## src/hdl/csma_pkg.sv

```systemverilog
`default_nettype none
package csma_pkg;

    // Clock and timing
    localparam int unsigned CLK_HZ          = 20_000_000;
    localparam int unsigned BUS_TIMEOUT_MS  = 100;
    localparam int unsigned BUS_TIMEOUT_CYC = (BUS_TIMEOUT_MS * (CLK_HZ / 1000) < 1) ? 1 :
                                              BUS_TIMEOUT_MS * (CLK_HZ / 1000);

    // AXI4-Lite layout
    localparam int unsigned AXI_AW = 8;
    localparam int unsigned AXI_DW = 32;
    localparam logic [AXI_AW-1:0] REG_AUTO_EN   = 8'h00;
    localparam logic [AXI_AW-1:0] REG_LOC1_EN   = 8'h04;
    localparam logic [AXI_AW-1:0] REG_LOC2_EN   = 8'h08;
    localparam logic [AXI_AW-1:0] REG_MF_CFG    = 8'h0C;
    localparam logic [AXI_AW-1:0] REG_STATUS    = 8'h10;
    localparam logic [1:0]        RESP_OKAY     = 2'h0;
    localparam logic [1:0]        RESP_SLVERR   = 2'h2;

    // Cyclic telegram: auto request bit of byte 0
    localparam int unsigned TG_AUTO_BIT = 5;

    // Per-mode enable set, one byte
    typedef struct packed {
        logic stop_acyc;
        logic start_acyc;
        logic stop_panel;
        logic start_panel;
        logic stop_di;
        logic start_di;
        logic stop_cyc;
        logic start_cyc;
    } csma_en_t;

    localparam csma_en_t AUTO_EN_RST = 8'hAB;
    localparam csma_en_t LOC1_EN_RST = 8'hBE;
    localparam csma_en_t LOC2_EN_RST = 8'hBE;

    // One bit per command source
    typedef struct packed {
        logic acyc;
        logic panel;
        logic di;
        logic cyc;
    } csma_src_t;

    // Multifunction input function codes, two bits per input
    localparam int unsigned MF_NUM       = 3;
    localparam int unsigned MF_CODE_W    = 2;
    localparam logic [1:0]  MF_NONE      = 2'h0;
    localparam logic [1:0]  MF_FORCE_L2  = 2'h1;
    localparam logic [1:0]  MF_TEST      = 2'h2;
    localparam logic [1:0]  MF_STOP      = 2'h3;
    localparam logic [5:0]  MF_CFG_RST   = 6'h00;

    // Status encoding of the active mode
    localparam logic [1:0] STAT_MODE_AUTO = 2'h0;
    localparam logic [1:0] STAT_MODE_LOC1 = 2'h1;
    localparam logic [1:0] STAT_MODE_LOC2 = 2'h2;
    localparam int unsigned STAT_SIM_BIT   = 2;
    localparam int unsigned STAT_BUSF_BIT  = 3;
    localparam int unsigned STAT_LOCAL_BIT = 4;
    localparam int unsigned STAT_STOPI_BIT = 5;

    typedef enum logic [1:0] {
        CSMA_AUTO,
        CSMA_LOC1,
        CSMA_LOC2
    } csma_mode_t;

endpackage : csma_pkg
`default_nettype wire

```

## src/hdl/csma_edge.sv

```systemverilog
`default_nettype none
module csma_edge #(
    parameter int unsigned W = 1
) (
    input  wire logic         aclk,
    input  wire logic         aresetn,
    input  wire logic [W-1:0] level,
    output logic      [W-1:0] rise
);
    logic [W-1:0] prev_r;

    // Reset to high so a level already active at reset is not taken as a command
    always_ff @(posedge aclk) begin
        if (!aresetn) begin
            prev_r <= {W{1'b1}};
        end else begin
            prev_r <= level;
        end
    end

    assign rise = level & ~prev_r;
endmodule : csma_edge
`default_nettype wire

```

## src/hdl/csma_arbiter.sv

```systemverilog
// The implementer's own choices: the AXI4-Lite interface to the registers and the register addresses.
`default_nettype none
module csma_arbiter
    import csma_pkg::*;
#(
    parameter int unsigned BUS_TIMEOUT_CYCLES = BUS_TIMEOUT_CYC
) (
    input  wire logic                aclk,
    input  wire logic                aresetn,
    // AXI4-Lite slave
    input  wire logic [AXI_AW-1:0]   s_axi_awaddr,
    input  wire logic [2:0]          s_axi_awprot,
    input  wire logic                s_axi_awvalid,
    output logic                     s_axi_awready,
    input  wire logic [AXI_DW-1:0]   s_axi_wdata,
    input  wire logic [AXI_DW/8-1:0] s_axi_wstrb,
    input  wire logic                s_axi_wvalid,
    output logic                     s_axi_wready,
    output logic [1:0]               s_axi_bresp,
    output logic                     s_axi_bvalid,
    input  wire logic                s_axi_bready,
    input  wire logic [AXI_AW-1:0]   s_axi_araddr,
    input  wire logic [2:0]          s_axi_arprot,
    input  wire logic                s_axi_arvalid,
    output logic                     s_axi_arready,
    output logic [AXI_DW-1:0]        s_axi_rdata,
    output logic [1:0]               s_axi_rresp,
    output logic                     s_axi_rvalid,
    input  wire logic                s_axi_rready,
    // Cyclic fieldbus telegram from the process controller
    input  wire logic                tg_valid,
    input  wire logic [7:0]          tg_byte0,
    input  wire logic                bus_cyc_start,
    input  wire logic                bus_cyc_stop,
    input  wire logic                bus_link_down,
    // Acyclic service tool
    input  wire logic                bus_acyc_start,
    input  wire logic                bus_acyc_stop,
    // Front panel source
    input  wire logic                panel_start,
    input  wire logic                panel_stop,
    input  wire logic                panel_menu_active,
    // Digital inputs
    input  wire logic                forward_start_input,
    input  wire logic                di_stop_input,
    input  wire logic                multifunction_input_zero,
    input  wire logic                multifunction_input_one,
    input  wire logic                multifunction_input_two,
    // To the starter function
    output logic                     start_pulse,
    output logic                     stop_pulse,
    output csma_mode_t               mode,
    output logic                     bus_fault,
    output logic                     local_active,
    output logic                     sim_mode
);

    csma_en_t              auto_en_r;
    csma_en_t              loc1_en_r;
    csma_en_t              loc2_en_r;
    logic [5:0]            mf_cfg_r;
    csma_mode_t            mode_r;
    csma_mode_t            mode_nxt;
    logic                  auto_bit_r;
    logic                  bus_fault_r;
    logic [31:0]           wd_cnt_r;
    logic                  start_r;
    logic                  stop_r;
    logic                  sim_r;
    logic                  local_r;

    logic                  force_l2;
    logic                  mf_test;
    logic                  mf_stop;
    logic [MF_NUM-1:0]     mf_in;
    csma_en_t              en_act;
    csma_src_t             start_lvl;
    csma_src_t             stop_lvl;
    csma_src_t             start_edge;
    csma_src_t             stop_edge;
    logic                  mf_stop_edge;

    // AXI state
    logic                  aw_hold_r;
    logic [AXI_AW-1:0]     awaddr_r;
    logic                  w_hold_r;
    logic [AXI_DW-1:0]     wdata_r;
    logic                  wstrb0_r;
    logic                  bvalid_r;
    logic [1:0]            bresp_r;
    logic                  rvalid_r;
    logic [AXI_DW-1:0]     rdata_r;
    logic [1:0]            rresp_r;
    logic                  wr_do;
    logic                  wr_hit;
    logic [AXI_DW-1:0]     rd_word;
    logic                  rd_hit;
    logic [1:0]            mode_code;
    logic [AXI_DW-1:0]     status_word;

    // Bus slave: address and data are held independently, the write lands once both are in
    assign s_axi_awready = !aw_hold_r;
    assign s_axi_wready  = !w_hold_r;
    assign s_axi_bvalid  = bvalid_r;
    assign s_axi_bresp   = bresp_r;
    assign s_axi_arready = !rvalid_r;
    assign s_axi_rvalid  = rvalid_r;
    assign s_axi_rdata   = rdata_r;
    assign s_axi_rresp   = rresp_r;

    assign wr_do = aw_hold_r && w_hold_r && !bvalid_r;

    always_comb begin
        wr_hit = 1'b1;
        unique case (awaddr_r)
            REG_AUTO_EN, REG_LOC1_EN, REG_LOC2_EN, REG_MF_CFG, REG_STATUS : wr_hit = 1'b1;
            default                                                       : wr_hit = 1'b0;
        endcase
    end

    always_ff @(posedge aclk) begin
        if (!aresetn) begin
            aw_hold_r <= 1'b0;
            awaddr_r  <= '0;
        end else if (s_axi_awvalid && !aw_hold_r) begin
            aw_hold_r <= 1'b1;
            awaddr_r  <= s_axi_awaddr;
        end else if (wr_do) begin
            aw_hold_r <= 1'b0;
        end
    end

    always_ff @(posedge aclk) begin
        if (!aresetn) begin
            w_hold_r <= 1'b0;
            wdata_r  <= '0;
            wstrb0_r <= 1'b0;
        end else if (s_axi_wvalid && !w_hold_r) begin
            w_hold_r <= 1'b1;
            wdata_r  <= s_axi_wdata;
            wstrb0_r <= s_axi_wstrb[0];
        end else if (wr_do) begin
            w_hold_r <= 1'b0;
        end
    end

    always_ff @(posedge aclk) begin
        if (!aresetn) begin
            bvalid_r <= 1'b0;
            bresp_r  <= RESP_OKAY;
        end else if (wr_do) begin
            bvalid_r <= 1'b1;
            bresp_r  <= wr_hit ? RESP_OKAY : RESP_SLVERR;
        end else if (s_axi_bready) begin
            bvalid_r <= 1'b0;
        end
    end

    // Enable and function settings; only the low byte lane carries data
    always_ff @(posedge aclk) begin
        if (!aresetn) begin
            auto_en_r <= AUTO_EN_RST;
            loc1_en_r <= LOC1_EN_RST;
            loc2_en_r <= LOC2_EN_RST;
            mf_cfg_r  <= MF_CFG_RST;
        end else if (wr_do && wstrb0_r) begin
            unique case (awaddr_r)
                REG_AUTO_EN : auto_en_r <= csma_en_t'(wdata_r[7:0]);
                REG_LOC1_EN : loc1_en_r <= csma_en_t'(wdata_r[7:0]);
                REG_LOC2_EN : loc2_en_r <= csma_en_t'(wdata_r[7:0]);
                REG_MF_CFG  : mf_cfg_r  <= wdata_r[5:0];
                default     : ;
            endcase
        end
    end

    always_comb begin
        unique case (mode_r)
            CSMA_AUTO : mode_code = STAT_MODE_AUTO;
            CSMA_LOC1 : mode_code = STAT_MODE_LOC1;
            CSMA_LOC2 : mode_code = STAT_MODE_LOC2;
            default   : mode_code = STAT_MODE_LOC1;
        endcase
    end

    always_comb begin
        status_word                 = '0;
        status_word[1:0]            = mode_code;
        status_word[STAT_SIM_BIT]   = sim_r;
        status_word[STAT_BUSF_BIT]  = bus_fault_r;
        status_word[STAT_LOCAL_BIT] = local_r;
        status_word[STAT_STOPI_BIT] = mf_stop;
    end

    always_comb begin
        rd_word = '0;
        rd_hit  = 1'b1;
        unique case (s_axi_araddr)
            REG_AUTO_EN : rd_word[7:0] = auto_en_r;
            REG_LOC1_EN : rd_word[7:0] = loc1_en_r;
            REG_LOC2_EN : rd_word[7:0] = loc2_en_r;
            REG_MF_CFG  : rd_word[5:0] = mf_cfg_r;
            REG_STATUS  : rd_word      = status_word;
            default     : rd_hit       = 1'b0;
        endcase
    end

    always_ff @(posedge aclk) begin
        if (!aresetn) begin
            rvalid_r <= 1'b0;
            rdata_r  <= '0;
            rresp_r  <= RESP_OKAY;
        end else if (s_axi_arvalid && !rvalid_r) begin
            rvalid_r <= 1'b1;
            rdata_r  <= rd_word;
            rresp_r  <= rd_hit ? RESP_OKAY : RESP_SLVERR;
        end else if (s_axi_rready) begin
            rvalid_r <= 1'b0;
        end
    end

    // Sign-of-life watchdog on the cyclic telegram
    always_ff @(posedge aclk) begin
        if (!aresetn) begin
            wd_cnt_r    <= '0;
            bus_fault_r <= 1'b1;
        end else if (bus_link_down) begin
            wd_cnt_r    <= '0;
            bus_fault_r <= 1'b1;
        end else if (tg_valid) begin
            wd_cnt_r    <= '0;
            bus_fault_r <= 1'b0;
        end else if (wd_cnt_r >= BUS_TIMEOUT_CYCLES - 1) begin
            bus_fault_r <= 1'b1;
        end else begin
            wd_cnt_r    <= wd_cnt_r + 32'h00000001;
        end
    end

    // Auto request is taken only from a fresh telegram and kept between telegrams
    always_ff @(posedge aclk) begin
        if (!aresetn) begin
            auto_bit_r <= 1'b0;
        end else if (tg_valid) begin
            auto_bit_r <= tg_byte0[TG_AUTO_BIT];
        end
    end

    // Multifunction inputs are ORed per function, so the source input does not matter
    assign mf_in = {multifunction_input_two, multifunction_input_one, multifunction_input_zero};

    always_comb begin
        force_l2 = 1'b0;
        mf_test  = 1'b0;
        mf_stop  = 1'b0;
        for (int i = 0; i < MF_NUM; i++) begin
            if (mf_in[i]) begin
                unique case (mf_cfg_r[i*MF_CODE_W +: MF_CODE_W])
                    MF_FORCE_L2 : force_l2 = 1'b1;
                    MF_TEST     : mf_test  = 1'b1;
                    MF_STOP     : mf_stop  = 1'b1;
                    default     : ;
                endcase
            end
        end
    end

    // Panel menu sits below force local 2 so the forced mode keeps overriding
    always_comb begin
        if (bus_fault_r) begin
            mode_nxt = CSMA_LOC1;
        end else if (force_l2) begin
            mode_nxt = CSMA_LOC2;
        end else if (panel_menu_active) begin
            mode_nxt = CSMA_LOC1;
        end else if (auto_bit_r) begin
            mode_nxt = CSMA_AUTO;
        end else begin
            mode_nxt = CSMA_LOC1;
        end
    end

    always_ff @(posedge aclk) begin
        if (!aresetn) begin
            mode_r <= CSMA_LOC1;
        end else begin
            mode_r <= mode_nxt;
        end
    end

    always_ff @(posedge aclk) begin
        if (!aresetn) begin
            local_r <= 1'b1;
            sim_r   <= 1'b0;
        end else begin
            local_r <= (mode_nxt != CSMA_AUTO);
            sim_r   <= mf_test;
        end
    end

    // Enable set of the registered mode
    always_comb begin
        unique case (mode_r)
            CSMA_AUTO : en_act = auto_en_r;
            CSMA_LOC2 : en_act = loc2_en_r;
            default   : en_act = loc1_en_r;
        endcase
    end

    assign start_lvl = {bus_acyc_start, panel_start, forward_start_input, bus_cyc_start};
    assign stop_lvl  = '{acyc: bus_acyc_stop, panel: panel_stop, di: di_stop_input, cyc: bus_cyc_stop};

    csma_edge #(
        .W     (9)
    ) u_edge (
        .aclk    (aclk),
        .aresetn (aresetn),
        .level   ({mf_stop, stop_lvl, start_lvl}),
        .rise    ({mf_stop_edge, stop_edge, start_edge})
    );

    // Stop outranks start in the same cycle; a held multifunction stop input refuses all starts
    always_ff @(posedge aclk) begin
        if (!aresetn) begin
            start_r <= 1'b0;
            stop_r  <= 1'b0;
        end else begin
            stop_r  <= (stop_edge.cyc   && en_act.stop_cyc)   ||
                       (stop_edge.di    && en_act.stop_di)    ||
                       (stop_edge.panel && en_act.stop_panel) ||
                       (stop_edge.acyc  && en_act.stop_acyc)  ||
                       mf_stop_edge;
            start_r <= ((start_edge.cyc   && en_act.start_cyc)   ||
                        (start_edge.di    && en_act.start_di)    ||
                        (start_edge.panel && en_act.start_panel) ||
                        (start_edge.acyc  && en_act.start_acyc)) &&
                       !mf_stop &&
                       !((stop_edge.cyc   && en_act.stop_cyc)   ||
                         (stop_edge.di    && en_act.stop_di)    ||
                         (stop_edge.panel && en_act.stop_panel) ||
                         (stop_edge.acyc  && en_act.stop_acyc));
        end
    end

    assign start_pulse  = start_r;
    assign stop_pulse   = stop_r;
    assign mode         = mode_r;
    assign bus_fault    = bus_fault_r;
    assign local_active = local_r;
    assign sim_mode     = sim_r;

endmodule : csma_arbiter
`default_nettype wire

```

## config.mk

```make
export PLATFORM = sky130hd
export DESIGN_NAME = csma_arbiter
export DESIGN_NICKNAME = d
export VERILOG_FILES = /design/src/hdl/csma_pkg.sv /design/src/hdl/csma_edge.sv /design/src/hdl/csma_arbiter.sv
export SDC_FILE = /design/constraint.sdc
export NUM_CORES = 1
export LEC_CHECK = 0
export ABC_CLOCK_PERIOD_IN_PS = 4600
export BUFFER_PORTS_ARGS = -buffer_cell sky130_fd_sc_hd__clkbuf_2
export CORE_MARGIN = 10
export CORE_UTILIZATION = 58
export CTS_BUF_LIST = sky130_fd_sc_hd__clkbuf_2
export DETAILED_ROUTE_END_ITERATION = 10
export PLACE_DENSITY = 0.85
export SETUP_SLACK_MARGIN = 0.3
export SYNTH_ARGS = -nofsm -noshare
export SYNTH_HDL_FRONTEND = slang
export SYNTH_SLANG_ARGS = --single-unit
```

## constraint.sdc

```tcl
create_clock -name aclk -period 4.6 [get_ports aclk]
set_clock_uncertainty 0.05 [all_clocks]
set_input_delay 0.23 -clock aclk [delete_from_list [all_inputs] [get_ports aclk]]
set_output_delay 0.23 -clock aclk [all_outputs]
set_load 0.02 [all_outputs]
```

==> results of run 1 <==
-- worst max-delay path by stage --
stage / slack [ps] / startpoint / cells past startpoint / to
final: 1730 / wd_cnt_r[18] / 7 / bus_fault
after global routing: 1590 / wd_cnt_r[18] / 7 / bus_fault
after CTS: 1800 / wd_cnt_r[18] / 7 / bus_fault
after detailed placement: 1930 / s_axi_araddr[0] / 7 / s_axi_rdata[5]
after global placement: 2000 / s_axi_araddr[0] / 6 / s_axi_rdata[1]
after floorplan: 2610 / wd_cnt_r[18] / 8 / wd_cnt_r[16]
-- critical path, stage by stage, from the launching register on --
cell and delay, ps:
dfxtp_1 470, nand3_1 120, or4b_1 470, or3_1 690, nand2_4 220, nor2_1 50, o21ai_0 180, dlygate4sd3_1 570
-- power groups by stage --
| stage | Combinational [mW] | Sequential (mW) | Clock, mW |
|---|---|---|---|
| after floorplan | 0.109 | 1.02 | 0 |
| after global placement | 0.143 | 1.01 | 0 |
| after detailed placement | 0.146 | 1.01 | 0 |
| after CTS | 0.174 | 0.999 | 0.433 |
| after global routing | 0.193 | 1.00 | 0.470 |
| final | 0.175 | 0.999 | 0.426 |
-- synth_stat cells (2+ instances only) --
library cell / count / share of area [%]
o21ai_0: 18 / 1.8
buf_2: 3 / 0.30
buf_4: 26 / 3.9
mux2_2: 6 / 1.4
nor2_1: 38 / 2.9
xor2_1: 15 / 2.7
a21oi_1: 14 / 1.4
clkbuf_1: 19 / 1.4
nand4_1: 9 / 1.1
and3_1: 8 / 1.0
nand2_1: 61 / 4.6
o211a_1: 2 / 0.41
o21a_1: 3 / 0.46
o211ai_1: 2 / 0.30
nand3b_1: 6 / 0.91
a31oi_1: 7 / 0.89
nor3_1: 6 / 0.61
nor2b_1: 34 / 4.3
nand2b_1: 10 / 1.3
a32o_1: 2 / 0.41
nor3b_1: 4 / 0.61
or4_1: 3 / 0.46
a22o_1: 6 / 1.1
dfxtp_1: 110 / 45
a22oi_1: 6 / 0.91
or3_1: 6 / 0.76
mux2i_1: 49 / 9.9
and2_1: 11 / 1.4
nand3_1: 15 / 1.5
buf_1: 3 / 0.23
buf_6: 2 / 0.46
nor4_1: 3 / 0.38
o22ai_1: 2 / 0.25
a21boi_0: 10 / 1.5
inv_1: 7 / 0.53
and4_1: 3 / 0.53
-- registers in the layout (all words and copies together) (netlist names), 2 cells and up --
signal / flops
wd_cnt_r: 32
mode: 2
wdata_r: 8
awaddr_r: 8
auto_en_r: 8
s_axi_rdata: 8
mf_cfg_r: 6
loc1_en_r: 8
loc2_en_r: 8
u_edge.prev_r: 9
-- per-layer routing --
layer  wire length, um  vias up
met2              5717      130
met5                 0        -
met4               173        0
met3               753       18
li1                  -     2010
met1              4817     1912
-- cells by family (layout without fill, tap and decap cells) --
| logic type | Yosys count | count (layout) | synth area share (%) |
|---|---|---|---|
| muxes | 55 | 55 | 11.29 |
| and+or+nand+nor | 225 | 225 | 24.18 |
| DFF | 110 | 110 | 44.56 |
| xor gates and xnor gates | 15 | 15 | 2.658 |
| adders and majority gates | 1 | 1 | 0.2531 |
| other | 1 | 26 | 0.07588 |
| buffers and inverters | 60 | 133 | 6.911 |
| AOI/OAI and AO/OA | 75 | 75 | 10.08 |
-- cell type report --
cell class / count / share of cell area (%)
Multi-Input combinational cell: 397 / 43.56
Sequential cell: 110 / 38.49
Timing Repair Buffer: 110 / 13.25
Tap cell: 105 / 2.296
Clock inverter: 7 / 1.159
Clock buffer: 9 / 0.7872
Inverter: 7 / 0.4592
==> results_dict.tcl, run 1 <==
set metrics [dict create \
    status "completed" \
    hold_depth 4 \
    hold_buffers 41 \
    nets 723 \
    power_frac_seq_pct 62.5 \
    grtUsageTotal_pct 17.87 \
    min_period_ps 2868 \
    fin_crit_sh_pct 62.35 \
    fmax_ghz 0.3486 \
    ant_nets 0 \
    wl_um 11460 \
    drcViolationCount 0 \
    synth_cells 542 \
    setup_tns_ps 0 \
    avgRoutedWirePerCell_um 15.39 \
    rr_worst_depth 7 \
    grt_pass1_wl_um 19220 \
    cp-start-kind "flip-flop" \
    synth_area_per_cell_um2 9.119 \
    final_max_slew_viol_count 0 \
    drive_gt1_share_pct 14.84 \
    ys_seq_elements 110 \
    synth_edf_count 0 \
    n_antenna_cell 0 \
    holdPathEnd "s_axi_rdata[3]" \
    pwr-share-comb_pct 10.9 \
    antenna_found_initial 0 \
    first_pass_iters 5 \
    arrival_ps 3370 \
    ys_seq_area_share_pct 44.56 \
    r2r_slack_ps 1730 \
    setup_ws_ps 1732 \
    final_common_cell "dfxtp_1" \
    grt_util_met3_pct 5.378 \
    routabilityCongestion 0.8079 \
    grt_pass1_vias 4057 \
    path_max_fanout 18 \
    ir_worst_vdd_uv 163.6 \
    cts_buffers 9 \
    fin_util_pct 69.29 \
    ios 135 \
    synth.cell_area_um2 4942 \
    setup_viol 0 \
    hold_viol 0 \
    r2r_start "wd_cnt_r[18]" \
    ff_latch_area_um2 2202 \
    post-cts-setup-buffers 0 \
    cts_resized 0 \
    die_w_um 112.3 \
    rsz0062_at_grt "false" \
    p_leak_nw 2.532 \
    io_buffers 68 \
    slew_headroom_pct 18.59 \
    clkPwrFrac_pct 26.6 \
    row_count 33 \
    design_area_um2 5722 \
    total_power_mw 1.600 \
    hold_class "primary input to flip-flop" \
    clock_sinks 110 \
    powerDensity_nw_per_um2 279.6 \
    first_iter_violations 237 \
    root_buffer "clkbuf_2" \
    grt_max_degree 76 \
    cts_tree "done" \
    die-area_um2 12610 \
    async_flop_share_pct 0 \
    cts_buffer_depth 2 \
    grt_overflow_total 0 \
    worst-slew-pin-transition_ps 1211 \
    clk_latency_ps 590 \
    multi_input_area_um2 2492 \
    path_clk_slew_ps 320 \
    p_int_mw 1.147 \
    dpl_cell_area_um2 5200 \
    cp-end-kind "flip-flop" \
    dp_hpwl_um 8161 \
    fillers 611 \
    die_h_um 112.3 \
    switching_share_pct 28.31 \
    vias 4070 \
    via_per_inst 5.463 \
    synthFlopType "dfxtp_1" \
    start_util_pct 59.85 \
    maxCapViolations 0 \
    ys_warn_count 0 \
    switchingPower_mw 0.4528 \
    hold_ws_ps 42.00 \
    coreArea_um2 8258 \
    reg2reg_to "bus_fault" \
    ys_types 49 \
    final_cell_mix "110 x dfxtp_1, 77 x clkbuf_2, 61 x nand2_1" \
    path_class "flip-flop to flip-flop" \
    fin_cells 745 \
    grtUsageMet1_pct 20.86 \
    busiest_layer "met2" \
    min-delay-start "s_axi_arvalid" \
    post-place-ws_ps 1929 \
    dp_cells 688 \
    cts-htree-levels 3 \
    grt_util_met2_pct 31.21 \
    required_ps 5100 \
    areaGrowthSynthToFinish_pct 15.77 \
]
(Power assumes the default switching activity.)
==> run 2, diff against run 1 <==
ABC_AREA = 1   (was not set)
ABC_CLOCK_PERIOD_IN_PS = 2700   (was 4600)
CORE_UTILIZATION = 55   (was 58)
PLACE_DENSITY = 0.8   (was 0.85)
clock period = 2.7 ns   (was 4.6 ns; I/O delays follow)
==> results_dict.tcl, run 2 <==
set metrics [dict create \
    ys_types 36 \
    pwr-share-comb_pct 11.9 \
    areaGrowthSynthToFinish_pct 18.06 \
    io_buffers 68 \
    drive_gt1_share_pct 13.52 \
    clkPwrFrac_pct 26.0 \
    fin_crit_sh_pct 83.95 \
    post-synth-top-count-cell "nand2_1" \
    ys_top_cells_by_count "173 x nand2_1, 110 x dfxtp_1, 103 x nor2_1" \
    routabilityCongestion 0.8859 \
    synth_largest_area_cell "dfxtp_1" \
    grt_pass1_wl_um 22870 \
    avgRoutedWirePerCell_um 13.48 \
    async_flop_share_pct 0 \
    fin_util_pct 67.26 \
    rsz0062_at_grt "false" \
    grt_pass1_vias 5085 \
    min_period_ps 2267 \
    path_max_fanout 23 \
    largest_reg_flops 32 \
    grtUsageTotal_pct 18.86 \
    required_ps 3200 \
    switchingPower_mw 0.8003 \
    yosysTopAreaCellShare_pct 41.44 \
    synth_edf_count 0 \
    die_h_um 118.3 \
    largest-register "wd_cnt_r" \
    drcViolationCount 0 \
    post-place-ws_ps 764.3 \
    ios 135 \
    row_count 35 \
    cts_buffer_depth 2 \
    slew_headroom_pct 59.21 \
    ys_warn_count 0 \
    path_class "flip-flop to flip-flop" \
    powerDensity_nw_per_um2 438.0 \
    clock_sinks 110 \
    final_max_slew_viol_count 0 \
    cts-htree-levels 3 \
    die-area_um2 13990 \
    grt_overflow_total 0 \
    p_leak_nw 2.732 \
    ys_seq_elements 110 \
    path_clk_slew_ps 320 \
    start_util_pct 56.97 \
    status "completed" \
    clk_latency_ps 560 \
    wl_um 13610 \
    setup_ws_ps 433.3 \
    first_iter_violations 399 \
    arrival_ps 2770 \
    cts_buffers 9 \
    nets 963 \
    dp_hpwl_um 9511 \
    ir_worst_vdd_uv 279.0 \
    layout_top_registers "wd_cnt_r (32), u_edge.prev_r (9)" \
    antenna_found_initial 1 \
    fillers 809 \
    root_buffer "clkbuf_2" \
    synth_cells 764 \
    via_per_inst 5.145 \
    synthFlopType "dfxtp_1" \
    p_int_mw 1.947 \
    switching_share_pct 29.13 \
    setup_viol 0 \
    power_frac_seq_pct 62.1 \
    final_cell_mix "173 x nand2_1, 108 x dfxtp_1, 103 x nor2_1" \
    cp-end-kind "flip-flop" \
    ys_seq_area_share_pct 41.44 \
    first_pass_iters 5 \
    grt_max_degree 71 \
    maxCapViolations 0 \
    vias 5196 \
    fmax_ghz 0.4412 \
    cts_tree "done" \
    hold_class "primary input to flip-flop" \
    worst-slew-pin-transition_ps 611.8 \
    ant_nets 0 \
    cp-start-kind "flip-flop" \
    synth.cell_area_um2 5314 \
    synth_area_leaders "dfxtp_1 41%, nand2_1 12%, nand3_1 7.5%" \
    r2r_slack_ps 430 \
    setup_tns_ps 0 \
    hold_viol 0 \
    final_common_cell "nand2_1" \
    synth_area_per_cell_um2 6.955 \
    die_w_um 118.3 \
    coreArea_um2 9328 \
]
-- run 2: worst paths after layout --
check,startpoint,depth (start not counted),end
max reg2reg,wd_cnt_r[0],10,bus_fault
min,s_axi_araddr[4],7,s_axi_rdata[0]
min reg2reg,wd_cnt_r[27],2,wd_cnt_r[27]
max,wd_cnt_r[0],10,bus_fault
-- run 2: critical path, cell delays in order, from the launching register on --
cell,delay [ps]
dfxtp_4,450
ha_2,230
nand3_2,150
nor2_4,180
nand2_1,90
nand2_2,110
nand2_8,140
nand2_8,170
o21ai_0,90
nand2_1,60
dlygate4sd3_1,530
-- run 2: cell families after synthesis --
family	after synthesis	synth area share [%]
AOI/OAI and AO/OA	115	12.53
xor gates and xnor gates	7	1.154
adders and majority gates	1	0.2354
and+or+nand+nor	393	32.42
DFF	110	41.44
other	1	0.07057
buffers and inverters	137	12.15
-- run 2: area by class of cell --
class                           count  area (um2)  share of cell area, %
Timing Repair Buffer              125       898.4                  14.32
Clock inverter                      6       53.80                 0.8576
Tap cell                          129       161.4                  2.573
Multi-Input combinational cell    543        2577                  41.08
Inverter                           86       322.8                  5.146
Antenna cell                        1       2.502                0.03989
Clock buffer                       10       50.05                 0.7978
Sequential cell                   110        2207                  35.18
-- run 2: metal layers --
layer,global-route usage [%],routed length [um],vias to the layer above
li1,-,-,2631
met5,0,0,-
met3,3.713,851,35
met4,7.264,403,0
met1,21.83,5637,2368
met2,33.38,6718,162
-- run 2: power by group through the flow --
stage	combinational, mW	clock [mW]	sequential [mW]
floorplan	0.198	0	1.74
CTS	0.319	0.731	1.71
global route	0.365	0.793	1.71
detailed placement	0.264	0	1.73
global placement	0.259	0	1.73
finish	0.326	0.715	1.71
-- run 2: repair_timing --
| action | 4_1_cts | 5_1_grt |
|---|---|---|
| hold endpoints to repair | 51 | 0 |
| setup endpoints to repair | 0 | 1 |
| buffers inserted | 0 | 3 |
| resized for setup | 0 | 5 |
| hold buffers | 52 | 0 |
-- run 2: stage by stage --
step / hold slack [ps] / std cells / power [mW] / cell area (um2)
2_1_floorplan: 181.4 / 789 / 1.939 / 5408
3_3_place_gp: 269.8 / 937 / 1.990 / 5602
3_5_place_dp: 276.5 / 937 / 1.998 / 5602
4_1_cts: 30.45 / 1005 / 2.756 / 6226
5_1_grt: 76.17 / 1010 / 2.872 / 6274
6_report: 62.61 / 1010 / 2.748 / 6274
==> run 3, diff against run 2 <==
ABC_CLOCK_PERIOD_IN_PS = 2200   (was 2700)
clock period = 2.2 ns   (was 2.7 ns; I/O delays follow)
==> results_dict.tcl, run 3 (same netlist as run 2, synthesis figures left out) <==
set metrics [dict create \
    status "completed" \
    grt_util_met2_pct 32.68 \
    path_max_fanout 6 \
    cp-end-kind "flip-flop" \
    powerDensity_nw_per_um2 531.8 \
    vias 5237 \
    hold_class "primary input to flip-flop" \
    largest_reg_flops 32 \
    r2r_start "w_hold_r" \
    areaGrowthSynthToFinish_pct 20.53 \
    maxCapViolations 0 \
    final_cell_mix "173 x nand2_1, 107 x dfxtp_1, 102 x nor2_1" \
    hold_ws_ps 43.87 \
    drcViolationCount 0 \
    avgRoutedWirePerCell_um 13.45 \
    clock_sinks 110 \
    grt_pass1_vias 5114 \
    fmax_ghz 0.5520 \
    setup_tns_ps 0 \
    die_w_um 118.3 \
    path_class "primary input to flip-flop" \
    clk_latency_ps 580 \
    rr_worst_depth 5 \
    worst-slew-pin-transition_ps 606.8 \
    die-area_um2 13990 \
    root_buffer "clkbuf_2" \
    setup.worst_path.end "s_axi_rdata[7]" \
    cts_buffers 9 \
    grt_max_degree 71 \
    arrival_ps 2310 \
    ir_worst_vdd_uv 306.9 \
    rsz0062_at_grt "true" \
    grt_util_met3_pct 4.188 \
    nets 972 \
    min_period_ps 1812 \
    busiest_layer "met2" \
    crit_path_start "s_axi_araddr[0]" \
    p_leak_nw 2.793 \
    grtUsageTotal_pct 19.10 \
    ios 135 \
    first_pass_iters 7 \
    fillers 782 \
    coreArea_um2 9328 \
    required_ps 2700 \
    routabilityCongestion 0.8830 \
    io_buffers 68 \
    grtUsageMet1_pct 21.85 \
    start_util_pct 56.97 \
    hold_viol 0 \
    final_max_slew_viol_count 0 \
    cts_tree "done" \
    largest-register "wd_cnt_r" \
    grt_overflow_total 0 \
    cp-start-kind "primary input" \
    cts-htree-levels 3 \
    slew_headroom_pct 59.55 \
    ff_latch_area_um2 2208 \
    layout_top_registers "wd_cnt_r (32), u_edge.prev_r (9)" \
    slowest_stage "dlygate4sd3_1" \
    first_iter_violations 408 \
    wl_um 13700 \
    multi_input_area_um2 2603 \
    via_per_inst 5.139 \
    final_common_cell "nand2_1" \
    path_clk_slew_ps 300 \
    grt_pass1_wl_um 23050 \
    cts_buffer_depth 2 \
    row_count 35 \
    fin_crit_sh_pct 82.34 \
    r2r_slack_ps 410 \
    antenna_found_initial 1 \
    dp_hpwl_um 9673 \
    ant_nets 0 \
    reg2reg_to "wdata_r[0]" \
    cpPeakStageDelay_ps 570 \
    drive_gt1_share_pct 14.29 \
    setup_viol 0 \
    cp_cell_sequence "dlygate4sd3_1 -> clkbuf_2 -> nor2_1 -> inv_2 -> nor3_4 -> nand3_1 -> nand3_1 -> nand2_1 -> a21oi_1 -> dlygate4sd3_1" \
    die_h_um 118.3 \
]
==> run 3: routing by layer <==
layer	up-vias	part of all wire (%)
met5	-	0
met2	188	49
li1	2656	-
met1	2341	40
met3	52	6.8
met4	0	4.2
==> run 3: worst min-delay path by stage <==
stage / start / to / cells past startpoint
3_3_place_gp: di_stop_input / u_edge.prev_r[5] / 3
2_1_floorplan: bus_cyc_start / u_edge.prev_r[0] / 2
4_1_cts: s_axi_araddr[4] / s_axi_rdata[2] / 7
6_report: s_axi_araddr[1] / s_axi_rdata[4] / 6
5_1_grt: s_axi_araddr[4] / s_axi_rdata[3] / 7
3_5_place_dp: di_stop_input / u_edge.prev_r[5] / 3
==> run 3: area by class of cell <==
type / count / share of cell area, %
Inverter: 86 / 5.099
Timing Repair Buffer: 134 / 15.47
Clock buffer: 9 / 0.7033
Antenna cell: 1 / 0.03907
Tap cell: 129 / 2.520
Clock inverter: 7 / 1.055
Sequential cell: 110 / 34.48
Multi-Input combinational cell: 543 / 40.63
==> run 3: per-stage QoR <==
step | worst slack, ps | power [mW] | std cells | util (%) | area [um2]
CTS | 316.5 | 3.415 | 1012 | 67.69 | 6314
floorplan | 593.6 | 2.379 | 789 | - | 5408
global placement | 354.4 | 2.445 | 939 | 60.35 | 5629
finish | 388.5 | 3.406 | 1019 | 68.67 | 6405
detailed placement | 307.6 | 2.457 | 939 | 60.35 | 5629
global route | 276.8 | 3.569 | 1019 | 68.67 | 6405
==> run 3: power breakdown <==
part / switching [mW] / internal (mW) / leakage (nW) / total (mW)
Sequential: 0.0360 / 2.06 / 0.899 / 2.09
Combinational: 0.255 / 0.167 / 1.82 / 0.421
Clock: 0.708 / 0.182 / 0.0715 / 0.890
Total: 0.999 / 2.41 / 2.79 / 3.41
==> run 3: what timing repair did <==
action / 4_1_cts / 5_1_grt
cloned: 0 / 1
gates resized for setup: 1 / 11
buffers inserted: 0 / 5
hold buffers: 57 / 0
setup endpoints to repair: 2 / 30
hold endpoints to repair: 47 / 0
pin swaps: 0 / 3
==> run 3: worst max-delay path, delay by kind of cell <==
kind                   cells  cell delay (ps)
AND/OR/NAND/NOR            5              760
buffers and inverters      4             1320
AO/OA/AOI/OAI              1              120
